### config.mk
export PLATFORM = sky130hd
export DESIGN_NAME = gedft_top
export DESIGN_NICKNAME = d
export VERILOG_FILES = /design/src/rtl/gedft_pkg.sv /design/src/rtl/gedft_phase.sv /design/src/rtl/gedft_top.sv
export SDC_FILE = /design/constraint.sdc
export NUM_CORES = 1
export LEC_CHECK = 0
export BUFFER_PORTS_ARGS = -buffer_cell sky130_fd_sc_hd__buf_2
export CORE_MARGIN = 2
export CORE_UTILIZATION = 59
export DETAILED_ROUTE_END_ITERATION = 7
export GPL_ROUTABILITY_DRIVEN = 0
export PLACE_DENSITY_LB_ADDON = 0.12
export SLEW_MARGIN = 20
export SYNTH_ARGS = -nofsm -noshare
export SYNTH_HDL_FRONTEND = slang
export SYNTH_SLANG_ARGS = --single-unit
### constraint.sdc
create_clock -name clk -period 6.5 [get_ports clk]
set_clock_uncertainty 0.15 [all_clocks]
set_input_delay 0.325 -clock clk [delete_from_list [all_inputs] [get_ports clk]]
set_output_delay 0.325 -clock clk [all_outputs]
set_load 0.01 [all_outputs]
### src/rtl/gedft_pkg.sv
package gedft_pkg;
  // Clock rate
  localparam int CLK_HZ = 25000000;
  localparam int CLK_NS = 40;
  // Start-up and quick reset
  localparam int STARTUP_MS = 10;
  localparam int STARTUP_CYC = STARTUP_MS * (CLK_HZ / 1000);
  localparam int QUICK_US = 10;
  localparam int QUICK_CYC = (QUICK_US * 1000) / CLK_NS;
  // Error response
  localparam int ERR_NS = 200;
  localparam int ERR_CYC = ERR_NS / CLK_NS;
  // Dead time range
  localparam int DT_MIN_NS = 50;
  localparam int DT_MAX_NS = 500;
  localparam int DT_MIN_CYC = (DT_MIN_NS + CLK_NS - 1) / CLK_NS;
  localparam int DT_MAX_CYC = (DT_MAX_NS + CLK_NS - 1) / CLK_NS;
  localparam int DT_W = 4;
  // Handshake minimum gap
  localparam int HS_NS = 50;
  localparam int HS_CYC = (HS_NS + CLK_NS - 1) / CLK_NS;
  // Minimum passed on-pulse
  localparam int ON_MIN_NS = 50;
  localparam int ON_MIN_CYC = (ON_MIN_NS + CLK_NS - 1) / CLK_NS;
  // Serial word
  localparam int SER_W = 16;
  localparam logic [15:0] SER_RST = 16'h0000;

  typedef enum logic [1:0] {
    GEDFT_OFF = 2'b00,
    GEDFT_START = 2'b01,
    GEDFT_RUN = 2'b11,
    GEDFT_QUICK = 2'b10
  } gedft_state_t;
endpackage : gedft_pkg

### src/rtl/gedft_phase.sv
`timescale 1ns/10ps
// One half-bridge: dead time as a minimum gap, forced low on block.
module gedft_phase #(
  parameter int DT_W = 4
) (
  // Clock and reset
  input wire logic clk,
  input wire logic rst,
  // Control
  input wire logic block,
  input wire logic [DT_W-1:0] dt_cyc,
  // Commands
  input wire logic want_hi,
  input wire logic want_lo,
  // Gates
  output logic gate_hi,
  output logic gate_lo
);
  logic gate_hi_r;
  logic gate_lo_r;
  logic [DT_W-1:0] gap_r;
  logic [DT_W-1:0] gap_nxt;
  logic hi_nxt;
  logic lo_nxt;
  wire both_off = !gate_hi_r && !gate_lo_r;
  wire gap_done = (gap_r >= dt_cyc);
  wire conflict = want_hi && want_lo;
  if (DT_W < 2) begin : gen_bad_width
    $error("gedft_phase: dead time width too small");
  end
  // Gap counts from the handshake point, so host dead time already counts toward it
  assign gap_nxt = (!both_off) ? '0 : (gap_done ? gap_r : gap_r + 1'b1);
  assign hi_nxt = !block && !conflict && want_hi && (gate_hi_r || (both_off && gap_done));
  assign lo_nxt = !block && !conflict && want_lo && (gate_lo_r || (both_off && gap_done));
  always_ff @(posedge clk) begin
    if (rst) begin
      gate_hi_r <= 1'b0;
      gate_lo_r <= 1'b0;
      gap_r <= '0;
    end else begin
      gate_hi_r <= hi_nxt;
      gate_lo_r <= lo_nxt;
      gap_r <= gap_nxt;
    end
  end
  assign gate_hi = gate_hi_r;
  assign gate_lo = gate_lo_r;
endmodule : gedft_phase

### src/rtl/gedft_top.sv
`timescale 1ns/10ps
module gedft_top #(
  parameter int STARTUP_CYC = gedft_pkg::STARTUP_CYC,
  parameter int PHASES = 3
) (
  // Clock and reset
  input wire logic clk,
  input wire logic rst,
  // Enable and error sources
  input wire logic gate_enable,
  input wire logic error_event,
  // Dead time setting from resistor, in clock cycles
  input wire logic [gedft_pkg::DT_W-1:0] deadtime_set_resistor,
  // PWM inputs
  input wire logic [PHASES-1:0] pwm_high_in,
  input wire logic [PHASES-1:0] pwm_low_in,
  // Gate outputs
  output logic [PHASES-1:0] high_side_gate_out,
  output logic [PHASES-1:0] low_side_gate_out,
  // Status
  output logic fault_n,
  output logic ready,
  // Serial slave
  input wire logic serial_clk,
  input wire logic serial_select_n,
  input wire logic serial_in,
  output logic serial_out,
  output logic serial_out_oe,
  // Received word and word to send
  input wire logic [gedft_pkg::SER_W-1:0] tx_word,
  output logic [gedft_pkg::SER_W-1:0] rx_word,
  output logic rx_valid
);
  localparam int SW = gedft_pkg::SER_W;
  localparam int CNT_W = $clog2(STARTUP_CYC + 1);
  localparam int QW = $clog2(gedft_pkg::QUICK_CYC + 2);
  localparam int EW = 4;
  localparam int DTW = gedft_pkg::DT_W;

  // Dead time ceiling must fit the setting port, error delay needs two sync stages
  if (PHASES < 1 || STARTUP_CYC < 1 || gedft_pkg::ERR_CYC < 2 ||
      gedft_pkg::DT_MAX_CYC >= (1 << DTW)) begin : gen_bad_param
    $error("gedft_top: bad parameter");
  end

  // Synchronisers for the enable, error, serial, PWM and dead time inputs
  logic [1:0] en_s, err_s, sck_s, cs_s, sdi_s;
  logic [PHASES-1:0] ph1, ph2, pl1, pl2;
  logic [DTW-1:0] dt1, dt2;
  logic sck_d_r;
  always_ff @(posedge clk) begin
    en_s <= {en_s[0], gate_enable};
    err_s <= {err_s[0], error_event};
    sck_s <= {sck_s[0], serial_clk};
    cs_s <= {cs_s[0], serial_select_n};
    sdi_s <= {sdi_s[0], serial_in};
    ph1 <= pwm_high_in;
    ph2 <= ph1;
    pl1 <= pwm_low_in;
    pl2 <= pl1;
    dt1 <= deadtime_set_resistor;
    dt2 <= dt1;
    sck_d_r <= sck_s[1];
  end
  wire en = en_s[1];
  wire err = err_s[1];
  wire cs_act = !cs_s[1];
  wire sck_rise = sck_s[1] && !sck_d_r;
  wire sck_fall = !sck_s[1] && sck_d_r;

  // Dead time clamped to its documented range
  localparam logic [DTW-1:0] DT_LO = DTW'(gedft_pkg::DT_MIN_CYC);
  localparam logic [DTW-1:0] DT_HI = DTW'(gedft_pkg::DT_MAX_CYC);
  wire [DTW-1:0] dt_use = (dt2 < DT_LO) ? DT_LO : ((dt2 > DT_HI) ? DT_HI : dt2);

  // Enable sequencing
  gedft_pkg::gedft_state_t st_r, st_nxt;
  logic [CNT_W-1:0] cnt_r, cnt_nxt;
  logic [QW-1:0] qcnt_r, qcnt_nxt;
  logic fault_r, fault_nxt;
  logic ready_r, fault_n_r;
  logic [EW-1:0] ecnt_r, ecnt_nxt;
  wire start_done = (cnt_r == CNT_W'(STARTUP_CYC - 1));
  wire quick_over = (qcnt_r >= QW'(gedft_pkg::QUICK_CYC));
  always_comb begin
    st_nxt = st_r;
    cnt_nxt = cnt_r;
    qcnt_nxt = '0;
    case (st_r)
      gedft_pkg::GEDFT_OFF: begin
        cnt_nxt = '0;
        if (en) st_nxt = gedft_pkg::GEDFT_START;
      end
      gedft_pkg::GEDFT_START: begin
        if (!en) st_nxt = gedft_pkg::GEDFT_OFF;
        else if (start_done) st_nxt = gedft_pkg::GEDFT_RUN;
        else cnt_nxt = cnt_r + 1'b1;
      end
      gedft_pkg::GEDFT_RUN: begin
        if (!en) st_nxt = gedft_pkg::GEDFT_QUICK;
      end
      gedft_pkg::GEDFT_QUICK: begin
        qcnt_nxt = qcnt_r + 1'b1;
        if (en) st_nxt = gedft_pkg::GEDFT_RUN;
        else if (quick_over) st_nxt = gedft_pkg::GEDFT_OFF;
      end
      default: st_nxt = gedft_pkg::GEDFT_OFF;
    endcase
  end
  wire running = (st_r == gedft_pkg::GEDFT_RUN);
  wire run_nxt = (st_nxt == gedft_pkg::GEDFT_RUN);
  wire clear_faults = (st_r != gedft_pkg::GEDFT_RUN) && (st_nxt == gedft_pkg::GEDFT_RUN);

  // Error delay: the response lands about 200 ns after the event
  wire err_hit = (ecnt_r == EW'(gedft_pkg::ERR_CYC - 2));
  always_comb begin
    ecnt_nxt = '0;
    fault_nxt = fault_r;
    if (clear_faults) fault_nxt = 1'b0;
    if (err && !fault_r) begin
      ecnt_nxt = err_hit ? ecnt_r : ecnt_r + 1'b1;
      if (err_hit) fault_nxt = 1'b1;
    end
  end

  always_ff @(posedge clk) begin
    if (rst) begin
      st_r <= gedft_pkg::GEDFT_OFF;
      cnt_r <= '0;
      qcnt_r <= '0;
      fault_r <= 1'b0;
      ecnt_r <= '0;
      ready_r <= 1'b0;
      fault_n_r <= 1'b1;
    end else begin
      st_r <= st_nxt;
      cnt_r <= cnt_nxt;
      qcnt_r <= qcnt_nxt;
      fault_r <= fault_nxt;
      ecnt_r <= ecnt_nxt;
      ready_r <= run_nxt;
      fault_n_r <= !fault_nxt;
    end
  end

  wire block = !running || fault_r || (err && err_hit);

  // Half-bridges
  logic [PHASES-1:0] gh_w, gl_w;
  genvar g;
  generate
    for (g = 0; g < PHASES; g++) begin : gen_ph
      gedft_phase #(.DT_W(DTW)) u_ph (
        .clk(clk),
        .rst(rst),
        .block(block),
        .dt_cyc(dt_use),
        .want_hi(ph2[g]),
        .want_lo(pl2[g]),
        .gate_hi(gh_w[g]),
        .gate_lo(gl_w[g])
      );
    end
  endgenerate

  // Serial slave, mode: sample on falling, launch on rising
  logic [SW-1:0] sh_in_r, sh_out_r;
  logic [$clog2(SW+1)-1:0] bit_r;
  logic sdo_r, oe_r, rxv_r, cs_d_r;
  logic [SW-1:0] rx_r;
  wire cs_fall = cs_act && !cs_d_r;
  wire word_done = (bit_r == ($clog2(SW+1))'(SW - 1)) && sck_fall;
  always_ff @(posedge clk) begin
    if (rst) begin
      sh_in_r <= '0;
      sh_out_r <= gedft_pkg::SER_RST;
      bit_r <= '0;
      sdo_r <= 1'b0;
      oe_r <= 1'b0;
      rxv_r <= 1'b0;
      rx_r <= gedft_pkg::SER_RST;
      cs_d_r <= 1'b0;
    end else begin
      cs_d_r <= cs_act;
      rxv_r <= 1'b0;
      oe_r <= cs_act;
      if (!cs_act) begin
        bit_r <= '0;
      end else if (cs_fall) begin
        // First rising edge relaunches the top bit so every fall sees its own bit
        sh_out_r <= tx_word;
        sdo_r <= tx_word[SW-1];
        bit_r <= '0;
      end else begin
        if (sck_rise) begin
          sdo_r <= sh_out_r[SW-1];
          sh_out_r <= {sh_out_r[SW-2:0], 1'b0};
        end
        if (sck_fall) begin
          sh_in_r <= {sh_in_r[SW-2:0], sdi_s[1]};
          bit_r <= word_done ? '0 : bit_r + 1'b1;
          if (word_done) begin
            rx_r <= {sh_in_r[SW-2:0], sdi_s[1]};
            rxv_r <= 1'b1;
          end
        end
      end
    end
  end

  assign high_side_gate_out = gh_w;
  assign low_side_gate_out = gl_w;
  assign fault_n = fault_n_r;
  assign ready = ready_r;
  assign serial_out = sdo_r;
  assign serial_out_oe = oe_r;
  assign rx_word = rx_r;
  assign rx_valid = rxv_r;
endmodule : gedft_top

==> summary.txt <==
Outcome
  • Status: completed

Worst setup path
  • WP data arrival: 2900 ps
  • RR Endpoint: gen_ph[1].u_ph.gate_hi
  • Worst path max stage delay: just under 600 ps
  • Worst r2r path cells: 8
  • Worst r2r src: dt2[1]
  • Worst reg2reg setup slack: between 3000 and 4000 ps
  • Setup crit end kind: register
  • Worst EP required: 6750 ps
  • Worst path slowest cell: a2111oi_0
  • Critical path type: reg -> reg
  • Crit-path cells: a21oi_1 -> o21ai_0 -> ha_1 -> nand2b_1 -> a2111oi_0 -> or2_2 -> o21bai_1 -> and4b_1
  • CP Max Fanout: 5
  • Startpoint Class: register
  • CP bufs+invs: 0
  • Worst path top cell family by delay: compound AO/OA/AOI/OAI gates

CTS
  • Num CTS Buffers: 17
  • CTS root buffer: clkbuf_8
  • H-tree Lvls: 4
  • Setup Fix Bufs, Post-CTS: 0
  • CTS tree: built
  • Clk sink count: around 140
  • Clock transition at path regs: 60 ps
  • CTS Buffer Depth: 2
  • Later-pin clock latency in the skew report: around 520 ps

Yosys
  • Mapped Area: roughly 0.0054 mm^2
  • Primary FF master, synth: dfxtp_1
  • Seq cells post-synth: 139
  • Part of the Yosys area used for sequential elements: between 50% and 60%
  • Syn Inst Count: 577
  • Post-synth cell types: between 50 and 60
  • Yosys warnings: 0
  • Synthesized area per cell: 9.42 um^2
  • Ys async rst share: 0%
  • Syn Nets: 630
  • Largest area contributor in the netlist: dfxtp_1
  • Most common cell in the synthesized netlist: dfxtp_1
  • Synth top area share: 51.2%
  • Top post-synthesis cells by area: dfxtp_1, nor2_1, ha_1, nand2_1, mux2i_1
  • Commonest cells in the synthesized netlist: dfxtp_1, nor2_1, nand2_1
  • Post-synth EDFFs: 0

Placed design
  • Post-DP HPWL: 6400 um
  • Post-placement cell count: 716
  • # port buffers: 59

Global routing
  • Grt ovf: 0
  • Largest net degree at the start of global routing: 66
  • First-pass GRT wire length: 17000 um
  • Number of global-route vias before repair: 3947
  • Initial antenna violation count: 0
  • GRT Total Usage: a little over a fifth

Routing
  • TritonRoute pass-1 iters: 4
  • DRC viols: 0
  • Total routed wirelength: 10100 um
  • Initial DRC Count: 84
  • DR WL/cell: 13.0 um
  • WL met2: 4990 um
  • Via count: about 4200
  • Wl on met1: 4660 um
  • Via/cell ratio: 5.35
  • ANT nets after route: 0
  • Max Used Layer: met4
  • Met3 routed WL: approximately 340 um

Pwr
  • Worst vdd ir: approximately 0.00019 V
  • Power per Cell Area: between 300 and 400 mW/mm^2
  • Leak pwr: 0.00265 uW

Cells and area
  • Final non-filler cell total: 779
  • Area grow syn2layout: 21.4%
  • # nets final: 708
  • Share of layout cells above drive strength 1: 17.2%
  • Antenna Cells: 0

Floorplanning
  • Num rows: 35
  • CORE AREA: slightly above 0.009 mm^2
  • Initial core utilization: a little under 60%
  • Die Footprint: 0.0100 mm^2
  • Die Wd: around 100 um
  • Top-Level Pins: 60
  • Vert. Die Dim: 100 um

Timing
  • Total negative slack: 0 ps
  • Relative slew slack: between 30 and 40%
  • Max Slew Vio Count: 0
  • Fin. Hold Viols: 0
  • RSZ-0062 raised after global routing: false
  • Time the worst path needs with I/O delays and setup: 2650 ps
  • Fmax: roughly 0.38 GHz
  • Slew @ Worst Pin: 1010 ps
  • Fin crit share: 40.8%
  • Final setup fails: 0

Hold path
  • Worst hold path type: reg -> reg
  • Hold Crit Start: dt1[0]
  • Hold Crit Depth: 0
  • Worst Hold Path EP: dt2[0]

Flow run
  • Maxcap violations: 0
-- area by class of cell --
class                      count  area (um^2)
inverter                      11         41.3
timing repair buffer          93          628
tap                          111          139
multi-input combinational    393         2440
clock inverter                15          156
clock buffer                  17          414
fill                         658         2510
sequential                   139         2780
-- sequential cells by signal (all words and copies together), names as in the netlist, 4 cells and up --
register,count
bit_r,5
cnt_r,18
dt1,4
dt2,4
ecnt_r,4
gen_ph.u_ph.gap_r,12
qcnt_r,8
rx_word,16
sh_in_r,15
sh_out_r,16
-- through the flow --
step / setup slack, ps / cell area (um^2) / hold WS, ps / total power [uW] / utilization [%]
3_3_place_gp: 4000 / 5720 / 161 / 1070 / 62.8
3_5_place_dp: 3880 / 5720 / 162 / 1080 / 62.8
4_1_cts: 3850 / 6600 / 172 / 2010 / 72.5
5_1_grt: 3620 / 6600 / 176 / 2080 / 72.5
6_report: 3850 / 6600 / 174 / 2000 / 72.5
2_1_floorplan: 4080 / 5440 / 160 / 1040 / -
-- cell families (layout without fill, tap and decap cells) --
kind of cell / Yosys count / after routing / synth area share [%]
DFF: 139 / 139 / 51.2
adders and majority gates: 20 / 20 / 4.60
buffers and inverters: 45 / 136 / 4.03
AOI/OAI and AO/OA: 106 / 106 / 12.0
muxes: 19 / 19 / 3.50
and+or+nand+nor: 223 / 223 / 20.7
xor gates and xnor gates: 25 / 25 / 4.03
-- layout by cell type (no fill, tap or decap), types with 18 or more instances in the layout --
master and n:
nor2_1 76, xor2_1 18, dfxtp_1 139, ha_1 20, dlygate4sd3_1 31, buf_2 59, nand2_1 66, o21ai_0 33
mux2i_1 19, a21oi_1 35
-- worst max path at each step --
| stage | endpoint | from | cells past startpoint |
|---|---|---|---|
| global placement | gen_ph[0].u_ph.gate_hi | dt2[1] | 8 |
| CTS | gen_ph[2].u_ph.gate_lo | dt2[1] | 8 |
| detailed placement | gen_ph[2].u_ph.gate_lo | dt2[1] | 8 |
| global route | gen_ph[1].u_ph.gate_lo | dt2[1] | 8 |
| finish | gen_ph[1].u_ph.gate_hi | dt2[1] | 8 |
| floorplan | gen_ph[1].u_ph.gate_hi | dt2[1] | 9 |
-- power breakdown --
part	internal [uW]	switching, uW	total (uW)
Combinational	79.9	80.3	160
Sequential	889	31.7	921
Clock	521	397	918
Total	1490	509	2000
-- routing by layer --
metal / vias up / GRT usage (%)
met5: - / 0
met4: 0 / 6.85
met3: 10 / 5.36
met2: 74 / 36.3
met1: 1938 / 25.7
li1: 2148 / -
-- repair_timing --
| action | 4_1_cts | 5_1_grt |
|---|---|---|
| hold buffers | 31 | 0 |
| resized for setup | 0 | 0 |
| hold endpoints to repair | 32 | 0 |
Power figures use the tool's default switching activity.
